File: src/shared/tcc_pkg.sv
// shared constants of the 16-bit capture/compare timer
`default_nettype none
package tcc_pkg;
  localparam int          CW           = 16;
  localparam logic [7:0]  OFS_CTRL     = 8'h00;
  localparam logic [7:0]  OFS_PRESCALE = 8'h04;
  localparam logic [7:0]  OFS_CAPCTL   = 8'h08;
  localparam logic [7:0]  OFS_OUTCTL   = 8'h0c;
  localparam logic [7:0]  OFS_CCA      = 8'h10;
  localparam logic [7:0]  OFS_CCB      = 8'h14;
  localparam logic [7:0]  OFS_COUNTER  = 8'h18;
  localparam logic [7:0]  OFS_STATUS   = 8'h1c;
  // counter mode codes (control bits 1:0)
  localparam logic [1:0]  MODE_STOP    = 2'h0;
  localparam logic [1:0]  MODE_FREE    = 2'h1;
  localparam logic [1:0]  MODE_CLEAR_A = 2'h2;
  localparam logic [1:0]  MODE_EVENT   = 2'h3;
  localparam int          CTRL_SRC     = 2;
  // edge select codes
  localparam logic [1:0]  EDGE_FALL    = 2'h0;
  localparam logic [1:0]  EDGE_RISE    = 2'h1;
  localparam logic [1:0]  EDGE_NONE    = 2'h2;
  localparam logic [1:0]  EDGE_BOTH    = 2'h3;
  localparam int          PRE_EA       = 2;
  localparam int          PRE_EB       = 4;
  localparam int          CAP_A        = 0;
  localparam int          CAP_B        = 1;
  localparam int          CAP_SRC      = 2;
  localparam int          OUT_PIN      = 0;
  localparam int          OUT_INV_A    = 1;
  localparam int          OUT_INV_B    = 2;
  localparam int          OUT_PPG      = 3;
  // prescaler: count clock = clk / 4^k, masks over the divider
  localparam int          DIV_W        = 6;
  localparam logic [5:0]  DIV_MASK0    = 6'h00;
  localparam logic [5:0]  DIV_MASK1    = 6'h03;
  localparam logic [5:0]  DIV_MASK2    = 6'h0f;
  localparam logic [5:0]  DIV_MASK3    = 6'h3f;
  localparam logic [1:0]  ARM_EDGES    = 2'h2;
  typedef enum logic [1:0] {TCC_IDLE, TCC_ACCESS} tcc_apb_e;
endpackage : tcc_pkg
`default_nettype wire

File: src/hw/tcc_timer.sv
// 16-bit timer/event counter with capture, compare and pulse output behind APB
// Notes on behaviour
// - source select set and both A edges chosen: register A never captures.
// - source select set: trigger B edge raises match irq A without capturing.
// - capture at count clock fall, its interrupt at the next rise.
// - a register in compare mode ignores capture triggers.
// - counter keeps counting while inversion and interrupts are disabled.
// - enabling with input high after reset or low-stop gives immediate rising edge.
// - stopped high, enabled after input went low: immediate falling edge.
// - filter samples with clk for count clock, prescaled tick for capture, twice.
// - event counting starts only after two valid edges.
// - pulse period is cycle+1 counts, active for duty+1 counts.
// - shared pin is trigger B input or timer output, never both.
// - sample clock picked by prescale bits 1:0; inputs seen with sampling delay.
// - counter runs only while mode is not stop, and clears when stopped.
`timescale 1ns/100ps
`default_nettype none
module tcc_timer #(
  parameter int W = tcc_pkg::CW
) (
  input  wire logic         clk,
  input  wire logic         rst,
  input  wire logic         psel,
  input  wire logic         penable,
  input  wire logic         pwrite,
  input  wire logic [7:0]   paddr,
  input  wire logic [31:0]  pwdata,
  output logic              pready,
  output logic [31:0]       prdata,
  output logic              pslverr,
  input  wire logic         trigger_input_a,
  input  wire logic         shared_port_pin_i,
  output logic              shared_port_pin_o,
  output logic              shared_port_pin_oe_n,
  output logic              match_irq_a,
  output logic              match_irq_b
);
  logic [2:0]   ctrl_q, ctrl_d;
  logic [5:0]   pre_q, pre_d;
  logic [2:0]   capc_q, capc_d;
  logic [3:0]   outc_q, outc_d;
  logic [W-1:0] cca_q, cca_d, ccb_q, ccb_d, cnt_q, cnt_d;
  logic [5:0]   div_q, div_d;
  logic [1:0]   smp_q, smp_d, flt_q, flt_d;
  logic [1:0]   arm_q, arm_d;
  logic         pend_a_q, pend_a_d, pend_b_q, pend_b_d;
  logic         out_q, out_d, irqa_q, irqa_d, irqb_q, irqb_d;
  logic [31:0]  rd_q, rd_d;
  logic         err_q, err_d;
  logic         running, pre_tick, ext_clk, wr, hit;
  logic [5:0]   mask;
  logic [1:0]   trig, smp_en, edge_v, rev_a;
  logic         cnt_en, cap_a, cap_b, mat_a, mat_b, irq_a_now, irq_b_now;
  logic [31:0]  rd_val;

  assign running = ctrl_q[1:0] != tcc_pkg::MODE_STOP;
  assign ext_clk = ctrl_q[tcc_pkg::CTRL_SRC] || ctrl_q[1:0] == tcc_pkg::MODE_EVENT;
  // pin direction: input path dead while the pin drives out
  assign trig[0] = trigger_input_a;
  assign trig[1] = shared_port_pin_i & ~outc_q[tcc_pkg::OUT_PIN];

  always_comb begin
    case (pre_q[1:0])
      2'h0:    mask = tcc_pkg::DIV_MASK0;
      2'h1:    mask = tcc_pkg::DIV_MASK1;
      2'h2:    mask = tcc_pkg::DIV_MASK2;
      default: mask = tcc_pkg::DIV_MASK3;
    endcase
  end
  assign pre_tick = &(div_q | ~mask);

  // trigger A as count clock samples every clk; capture inputs use the tick
  assign smp_en[0] = running & (ext_clk | pre_tick);
  assign smp_en[1] = running & pre_tick;

  // filtered level only moves while running; frozen level gives edges
  genvar g;
  generate
    for (g = 0; g < 2; g++) begin : g_flt
      logic [1:0] es;
      assign es = g == 0 ? pre_q[tcc_pkg::PRE_EA +: 2] : pre_q[tcc_pkg::PRE_EB +: 2];
      always_comb begin
        smp_d[g] = smp_q[g];
        flt_d[g] = flt_q[g];
        if (smp_en[g]) begin
          smp_d[g] = trig[g];
          if (trig[g] == smp_q[g]) begin
            flt_d[g] = trig[g];
          end
        end
      end
      // edge of filtered level against the level held at stop or reset
      always_comb begin
        edge_v[g] = 1'b0;
        rev_a[g]  = 1'b0;
        if (flt_d[g] != flt_q[g]) begin
          case (es)
            tcc_pkg::EDGE_RISE: begin
              edge_v[g] = flt_d[g];
              rev_a[g]  = ~flt_d[g];
            end
            tcc_pkg::EDGE_FALL: begin
              edge_v[g] = ~flt_d[g];
              rev_a[g]  = flt_d[g];
            end
            tcc_pkg::EDGE_BOTH: edge_v[g] = 1'b1;
            default:            edge_v[g] = 1'b0;
          endcase
        end
      end
    end
  endgenerate

  assign cnt_en = running & (ext_clk ? edge_v[0] & (ctrl_q[1:0] != tcc_pkg::MODE_EVENT
                  || arm_q == tcc_pkg::ARM_EDGES) : pre_tick);
  assign mat_a = cnt_en & ~capc_q[tcc_pkg::CAP_A] & cnt_q == cca_q;
  assign mat_b = cnt_en & ~capc_q[tcc_pkg::CAP_B] & cnt_q == ccb_q;
  // source select: A is loaded by the opposite A edge, B edges only interrupt
  assign cap_a = running & capc_q[tcc_pkg::CAP_A] & (capc_q[tcc_pkg::CAP_SRC]
                 ? rev_a[0] : edge_v[1]);
  assign cap_b = running & capc_q[tcc_pkg::CAP_B] & edge_v[0];
  // capture lands now (count clock fall); its interrupt waits for the next tick
  assign irq_a_now = mat_a | (pre_tick & pend_a_q);
  assign irq_b_now = mat_b | (pre_tick & pend_b_q);

  assign wr  = psel & penable & pwrite;
  assign hit = paddr[7:5] == 3'h0 && paddr[1:0] == 2'h0;

  always_comb begin
    case (paddr)
      tcc_pkg::OFS_CTRL:     rd_val = {29'h0, ctrl_q};
      tcc_pkg::OFS_PRESCALE: rd_val = {26'h0, pre_q};
      tcc_pkg::OFS_CAPCTL:   rd_val = {29'h0, capc_q};
      tcc_pkg::OFS_OUTCTL:   rd_val = {28'h0, outc_q};
      tcc_pkg::OFS_CCA:      rd_val = {{(32-W){1'b0}}, cca_q};
      tcc_pkg::OFS_CCB:      rd_val = {{(32-W){1'b0}}, ccb_q};
      tcc_pkg::OFS_COUNTER:  rd_val = {{(32-W){1'b0}}, cnt_q};
      tcc_pkg::OFS_STATUS:   rd_val = {27'h0, arm_q, flt_q, out_q};
      default:               rd_val = 32'h0;
    endcase
  end

  always_comb begin
    ctrl_d   = ctrl_q;
    pre_d    = pre_q;
    capc_d   = capc_q;
    outc_d   = outc_q;
    cca_d    = cca_q;
    ccb_d    = ccb_q;
    cnt_d    = cnt_q;
    arm_d    = arm_q;
    pend_a_d = pend_a_q & ~pre_tick;
    pend_b_d = pend_b_q & ~pre_tick;
    out_d    = out_q;
    rd_d     = rd_q;
    err_d    = err_q;
    div_d    = div_q + 6'h1;
    // setup phase latches the answer so read data leaves a flip-flop
    if (psel & ~penable) begin
      rd_d  = pwrite ? 32'h0 : rd_val;
      err_d = ~hit;
    end
    if (!running) begin
      cnt_d = '0;
      arm_d = '0;
    end else begin
      if (ctrl_q[1:0] == tcc_pkg::MODE_EVENT && edge_v[0] && arm_q != tcc_pkg::ARM_EDGES) begin
        arm_d = arm_q + 2'h1;
      end
      // counting never depends on inversion or interrupt state
      if (cnt_en) begin
        cnt_d = (mat_a && ctrl_q[1:0] == tcc_pkg::MODE_CLEAR_A) ? '0 : cnt_q + 1'b1;
      end
    end
    if (cap_a) begin
      cca_d    = cnt_q;
      pend_a_d = 1'b1;
    end
    if (running && capc_q[tcc_pkg::CAP_SRC] && edge_v[1]) begin
      pend_a_d = 1'b1;
    end
    if (cap_b) begin
      ccb_d    = cnt_q;
      pend_b_d = 1'b1;
    end
    // pulse mode: high from wrap through duty match, so duty+1 of cycle+1 counts
    if (outc_q[tcc_pkg::OUT_PPG]) begin
      if (mat_a && outc_q[tcc_pkg::OUT_INV_A]) out_d = 1'b1;
      else if (mat_b && outc_q[tcc_pkg::OUT_INV_B]) out_d = 1'b0;
    end else if ((mat_a && outc_q[tcc_pkg::OUT_INV_A]) != (mat_b && outc_q[tcc_pkg::OUT_INV_B])) begin
      out_d = ~out_q;
    end
    if (wr && hit) begin
      case (paddr)
        tcc_pkg::OFS_CTRL:     ctrl_d = pwdata[2:0];
        tcc_pkg::OFS_PRESCALE: pre_d  = pwdata[5:0];
        tcc_pkg::OFS_CAPCTL:   capc_d = pwdata[2:0];
        tcc_pkg::OFS_OUTCTL:   outc_d = pwdata[3:0];
        // a capture in the same cycle wins over the software write
        tcc_pkg::OFS_CCA:      if (!cap_a) cca_d = pwdata[W-1:0];
        tcc_pkg::OFS_CCB:      if (!cap_b) ccb_d = pwdata[W-1:0];
        default:               ctrl_d = ctrl_q;
      endcase
    end
  end

  always_ff @(posedge clk) begin
    if (rst) begin
      ctrl_q   <= '0;
      pre_q    <= '0;
      capc_q   <= '0;
      outc_q   <= '0;
      cca_q    <= '0;
      ccb_q    <= '0;
      cnt_q    <= '0;
      div_q    <= '0;
      smp_q    <= '0;
      flt_q    <= '0;
      arm_q    <= '0;
      pend_a_q <= 1'b0;
      pend_b_q <= 1'b0;
      out_q    <= 1'b0;
      irqa_q   <= 1'b0;
      irqb_q   <= 1'b0;
      rd_q     <= '0;
      err_q    <= 1'b0;
    end else begin
      ctrl_q   <= ctrl_d;
      pre_q    <= pre_d;
      capc_q   <= capc_d;
      outc_q   <= outc_d;
      cca_q    <= cca_d;
      ccb_q    <= ccb_d;
      cnt_q    <= cnt_d;
      div_q    <= div_d;
      smp_q    <= smp_d;
      flt_q    <= flt_d;
      arm_q    <= arm_d;
      pend_a_q <= pend_a_d;
      pend_b_q <= pend_b_d;
      out_q    <= out_d;
      irqa_q   <= irq_a_now;
      irqb_q   <= irq_b_now;
      rd_q     <= rd_d;
      err_q    <= err_d;
    end
  end

  assign pready               = psel & penable;
  assign prdata               = rd_q;
  assign pslverr              = psel & penable & err_q;
  assign match_irq_a          = irqa_q;
  assign match_irq_b          = irqb_q;
  assign shared_port_pin_o    = out_q;
  assign shared_port_pin_oe_n = ~outc_q[tcc_pkg::OUT_PIN];
endmodule : tcc_timer
`default_nettype wire

File: config.mk
export PLATFORM = sky130hd
export DESIGN_NAME = tcc_timer
export DESIGN_NICKNAME = d
export VERILOG_FILES = /design/src/shared/tcc_pkg.sv /design/src/hw/tcc_timer.sv
export SDC_FILE = /design/constraint.sdc
export NUM_CORES = 1
export LEC_CHECK = 0
export BUFFER_PORTS_ARGS = -buffer_cell sky130_fd_sc_hd__clkbuf_2
export CORE_AREA = 2 2 129 131
export CTS_CLUSTER_DIAMETER = 150
export DETAILED_ROUTE_END_ITERATION = 8
export DIE_AREA = 0 0 131 133
export PLACE_DENSITY = 0.56
export SLEW_MARGIN = 25
export SYNTH_ARGS = -nofsm -noshare
export SYNTH_HDL_FRONTEND = slang
export SYNTH_SLANG_ARGS = --single-unit
File: constraint.sdc
create_clock -name clk -period 2.13 [get_ports clk]
set_clock_uncertainty 0.05 [all_clocks]
set_input_delay 0.1065 -clock clk [delete_from_list [all_inputs] [get_ports clk]]
set_output_delay 0.1065 -clock clk [all_outputs]
set_load 0.1 [all_outputs]
Word level (Yosys, flattened, before mapping)
Index checks and enable logic that the tools add are counted. W data, S select, Z words.

Flip-flop bits (word level): 114. Input port bits: 47. Memory bits (writable): 0. Bits in read-only memories: 0. Bits in latches: 0. Memories kept: 0.

Div/mod/pow operators: 0. Reductions and logical operators: 26. Shift operators: 0. Bitwise operators: 36. Eq/ne operators: 26. Multipliers: 0. Add/subtract/negate cells: 3. $lt $le $gt $ge: 0. Mux-type cells: 31.

Operators by type and width (count): $mux W16 (9); $pmux W16 S8 (1); $eq A16 B16 Y1 (2); $eq A8 B5 Y1 const B (4); $mux W32 (1); $and A1 B1 Y1 (21); $pmux W6 S3 (1); $add A16 B1 Y16 const B (1); $eq A8 B4 Y1 const B (2); $mux W1 (16); $eq A2 B2 Y1 const B (6); $not A1 Y1 (10); $reduce_and A2 Y1 (5); $logic_and A1 B1 Y1 (9); $eq A8 B3 Y1 const B (1); $logic_not A2 Y1 (4); $logic_not A8 Y1 (1); $add A6 B1 Y6 const B (1); $eq A2 B1 Y1 const B (3); $not A6 Y6 (1); $or A6 B6 Y6 (1); $pmux W1 S3 (2); $reduce_and A6 Y1 (1); $ne A2 B2 Y1 const B (2); other kinds (10) (17).

Logic depth before layout (Yosys ltp)
Depth in word-level cells: 20. Gate-level depth with buffers: 9. Depth with buffers taken out: 6.

Worst setup path after synthesis
Ideal clock, no wire load.

Path kind: register to register. Start point: register cnt_q[0]. End point: register out_q, in the netlist shared_port_pin_o. Clock period less this slack: 2191 ps. Slack: -61 ps. Setup time: 64 ps. Cell stages (with the launch flop): 8. Arrival: 2077 ps. Path buffers: 1. Cells stage by stage: dfxtp_1 clkbuf_1 xnor2_1 nand4_1 or4b_1 or2_2 o41a_1 nand4_1.

Longest elaborated chain between the ends: 6.

Ends and longest elaborated chain: start, declared (RTL line tcc_timer.sv:42) `logic [W-1:0] cca_q, cca_d, ccb_q, ccb_d, cnt_q, cnt_d;`; start signal, assigned (RTL line tcc_timer.sv:234) `cnt_q <= cnt_d;`; $eq A16 B16 Y1 (on tied branches) (RTL line tcc_timer.sv:116, tcc_timer.sv:117); $and A1 B1 Y1 (on tied branches) (RTL line tcc_timer.sv:116, tcc_timer.sv:117); $logic_and A1 B1 Y1 (on tied branches) (RTL line tcc_timer.sv:188, tcc_timer.sv:190, tcc_timer.sv:189); $ne A1 B1 Y1 (RTL line tcc_timer.sv:190) `end else if ((mat_a && outc_q[tcc_pkg::OUT_INV_A]) != (mat_b && outc_q[tcc_pkg::OUT_INV_B])) begin`; $reduce_bool A2 Y1 (no line); $reduce_and A2 Y1 (no line); end signal, assigned (RTL line tcc_timer.sv:241) `out_q <= out_d;`; end, declared (RTL line tcc_timer.sv:47) `logic out_q, out_d, irqa_q, irqa_d, irqb_q, irqb_d;`.

Several ways; a longest one is shown, not always the timed one. A chain may end at the register's enable or synchronous reset.

Worst setup path in the final report
Start point: register cnt_q[15]. End point: register cnt_q[11].

Longest elaborated chain between the ends: 4.

Ends and longest elaborated chain: $eq A16 B16 Y1 (RTL line tcc_timer.sv:116) `assign mat_a = cnt_en & ~capc_q[tcc_pkg::CAP_A] & cnt_q == cca_q;`; $and A1 B1 Y1 (RTL line tcc_timer.sv:116); $logic_and A1 B1 Y1 (RTL line tcc_timer.sv:172) `cnt_d = (mat_a && ctrl_q[1:0] == tcc_pkg::MODE_CLEAR_A) ? '0 : cnt_q + 1'b1;`; $mux W16 (RTL line tcc_timer.sv:172).

No other way between the ends.

==> flow_summary.json <==
{
  "die_h_um": 133,
  "hold_viol_final": 0,
  "setup_viol_count_final": 0,
  "row_count": 47,
  "synthXorXnorAreaFrac_pct": 8.16,
  "synth.distinct_cells": 62,
  "cts.clk_slew.worst_paths_ns": 0.07,
  "total_power_mw": 3.94,
  "drive_gt1_share_pct": 32.4,
  "track_usage_pct": 20.8,
  "crit_type": "register to register",
  "final_common_cell": "nor2_1",
  "globalplace.congestion": 0.931,
  "crit_fanout": 14,
  "mappedNetlistArea_sq_um": 5470,
  "seq_area_frac_synth_pct": 35.8,
  "ios": 85,
  "maxCapViolCount": 0,
  "peakVddDrop_mv": 0.401,
  "viasPerCell": 5.50,
  "diodes": 0,
  "clockBufferDepth": 2,
  "area_growth_pct": 29.9,
  "cts_sinks": 98,
  "grt_pass1_wl_um": 27900,
  "ant_nets": 0,
  "grt_max_degree": 42,
  "tightest_slew_ns": 0.624,
  "synth_top_family_by_area": "compound AO/OA/AOI/OAI gates",
  "drtIter0Drc": 360,
  "synth_warnings": 0,
  "synth.mux.area_fraction_pct": 9.58,
  "drc_errors": 0,
  "p_leak_nw": 2.97,
  "grt_pass1_vias": 5261,
  "synthFlopType": "dfxtp_1",
  "clk_latency_ns": 0.36,
  "required_ns": 2.34,
  "internal_power_mw": 2.95,
  "routed_wl_um": 18400,
  "finalInstanceArea_sq_um": 7110,
  "synth_edf_count": 0,
  "cts-root-buf": "clkbuf_16",
  "synth_adder_area_share_pct": 0.892,
  "grt_overflow": 0,
  "slew_violations": 0,
  "synthSimpleGateAreaFrac_pct": 18.3,
  "routedWlPerCell_um": 18.9,
  "end_kind": "register",
  "cts_tree": "built",
  "async_reset_ff_share_pct": 0,
  "p_clk_share_pct": 45.6,
  "synth_compound_area_share_pct": 18.9,
  "switching_share_pct": 25.0,
  "whs_ns": 0.0377,
  "first_pass_iters": 5,
  "min_period_ns": 2.13,
  "die-area_sq_um": 17400,
  "post_synth.cell_area_avg_sq_um": 8.56,
  "power_density_nw_per_um2": 554,
  "synth_seq_cells": 98,
  "startpoint_type": "register",
  "initial_utilization_pct": 33.8,
  "die_w_um": 131,
  "power_frac_seq_pct": 46.7,
  "final_cell_mix": "93 x nor2_1, 91 x buf_4, 84 x dfxtp_1, 52 x clkbuf_2, 40 x mux2i_1",
  "fin_nets": 796,
  "status": "finished clean",
  "fmax_mhz": 470,
  "holdCritPathClass": "input pin to register",
  "io_buffers": 52,
  "synth_cells": 639,
  "power_switching_mw": 0.984,
  "crit_arrival_ns": 2.34,
  "slew_headroom_pct": 58.4,
  "place_area_sq_um": 6430,
  "power_frac_comb_pct": 7.7,
  "rsz0062_at_grt": "yes",
  "vias": 5336,
  "coreArea_sq_um": 16200,
  "numCtsBuffers": 9,
  "fin_crit_sh_pct": 100,
  "dpl.hpwl_um": 13000,
  "antenna_found_initial": 0,
  "htree_levels": 3,
  "reg2reg_slack_ns": 0.0006
}
==> layout make-up <==
type	instances	area (sq um)
Fill cell	1598	9060
Multi-Input combinational cell	463	3350
Sequential cell	98	1980
Timing Repair Buffer	153	1100
Tap cell	220	275
Clock buffer	11	243
Inverter	21	78.8
Clock inverter	5	77.6
==> worst max-delay path: stages (launching register included) <==
cell and delay [ns]:
dfxtp_1 0.35, xor2_1 0.18, nor4_2 0.33, nand3_1 0.24, or4_4 0.51, o21bai_4 0.16, buf_12 0.16, nor2_1 0.06
==> layer usage <==
metal	GRT usage, %	up-vias	share of wire, %
met5	0	-	0
met4	8.51	0	3.4
met3	4.33	52	5.3
met2	35.0	181	49
met1	25.7	2617	42
li1	-	2486	-
==> power groups by stage <==
| stage | registers [mW] | clock network, mW | logic [mW] |
|---|---|---|---|
| 6_report | 1.84 | 1.80 | 0.304 |
| 5_1_grt | 1.84 | 1.91 | 0.318 |
| 4_1_cts | 1.84 | 1.83 | 0.302 |
| 3_5_place_dp | 1.88 | 0 | 0.299 |
| 3_3_place_gp | 1.88 | 0 | 0.294 |
| 2_1_floorplan | 1.88 | 0 | 0.229 |
==> kinds of logic after synthesis <==
family | Yosys count
and+or+nand+nor | 201
AOI/OAI and AO/OA | 140
DFF | 98
buffers and inverters | 93
xor gates and xnor gates | 51
muxes | 51
adders and majority gates | 4
other | 1
==> what timing repair did <==
action                     CTS  global route
setup endpoints to repair   46            48
pin swaps                    2            15
resized for setup           17            51
cloned                       0             1
buffers inserted             8             2
hold buffers                 0             0
==> flip-flops by register name, summed over array words and instances, names as in the netlist, 2 cells and up <==
register  flops
pre_q         6
prdata       16
arm_q         2
ctrl_q        3
capc_q        3
outc_q        4
smp_q         2
cnt_q        16
cca_q        16
div_q         6
ccb_q        16
flt_q         2
==> synthesized netlist by cell type, types with 2 or more instances <==
| cell type | instances | area share [%] |
|---|---|---|
| ha_1 | 3 | 0.69 |
| inv_1 | 21 | 1.4 |
| a2111oi_0 | 5 | 0.80 |
| buf_2 | 13 | 1.2 |
| nor2_1 | 96 | 6.6 |
| o22ai_1 | 2 | 0.23 |
| or2_2 | 2 | 0.23 |
| mux2_2 | 11 | 2.3 |
| a21oi_1 | 37 | 3.4 |
| o221ai_1 | 2 | 0.32 |
| a211oi_1 | 33 | 4.5 |
| buf_6 | 3 | 0.62 |
| or4_1 | 2 | 0.27 |
| or3_1 | 3 | 0.34 |
| nand2_1 | 23 | 1.6 |
| nand4_1 | 6 | 0.69 |
| nor3_1 | 5 | 0.46 |
| nor2b_1 | 6 | 0.69 |
| nand2b_1 | 4 | 0.46 |
| buf_4 | 17 | 2.3 |
| o211ai_1 | 3 | 0.41 |
| a22oi_1 | 7 | 0.96 |
| o21ai_0 | 8 | 0.73 |
| or4_4 | 2 | 0.41 |
| xor2_1 | 28 | 4.5 |
| a222oi_1 | 12 | 2.2 |
| nand4b_1 | 4 | 0.64 |
| buf_1 | 2 | 0.14 |
| a311oi_1 | 9 | 1.4 |
| nand3_1 | 18 | 1.6 |
| and3_1 | 4 | 0.46 |
| mux2i_1 | 40 | 7.3 |
| nor3b_1 | 8 | 1.1 |
| and2_1 | 2 | 0.23 |
| clkbuf_1 | 37 | 2.5 |
| dfxtp_1 | 98 | 36 |
| a32oi_1 | 4 | 0.64 |
| a221oi_1 | 3 | 0.48 |
| nor4_1 | 9 | 1.0 |
| xnor2_1 | 23 | 3.7 |
| a221o_1 | 3 | 0.55 |
==> worst paths after layout <==
check	start	end	depth (start not counted)
max	cnt_q[15]$_SDFFE_PP0N_	cnt_q[11]$_SDFFE_PP0N_	7
min	pwdata[12]	ccb_q[12]$_SDFF_PP0_	3
max reg2reg	cnt_q[15]$_SDFFE_PP0N_	cnt_q[11]$_SDFFE_PP0N_	7
min reg2reg	prdata[0]$_SDFFE_PP0P_	prdata[0]$_SDFFE_PP0P_	2
==> through the flow <==
| step | setup TNS [ns] | setup WS, ns | instances | util, % |
|---|---|---|---|---|
| after global routing | -0.689 | -0.0868 | 971 | 44.0 |
| final | 0 | 0.000628 | 971 | 44.0 |
| after detailed placement | -2.55 | -0.119 | 945 | 39.8 |
| after floorplan | 0 | 0.0216 | 654 | - |
| after global placement | -1.72 | -0.122 | 945 | 39.8 |
| after CTS | -0.0132 | -0.00700 | 969 | 42.5 |
No activity file was read; power rests on OpenSTA's default activity.
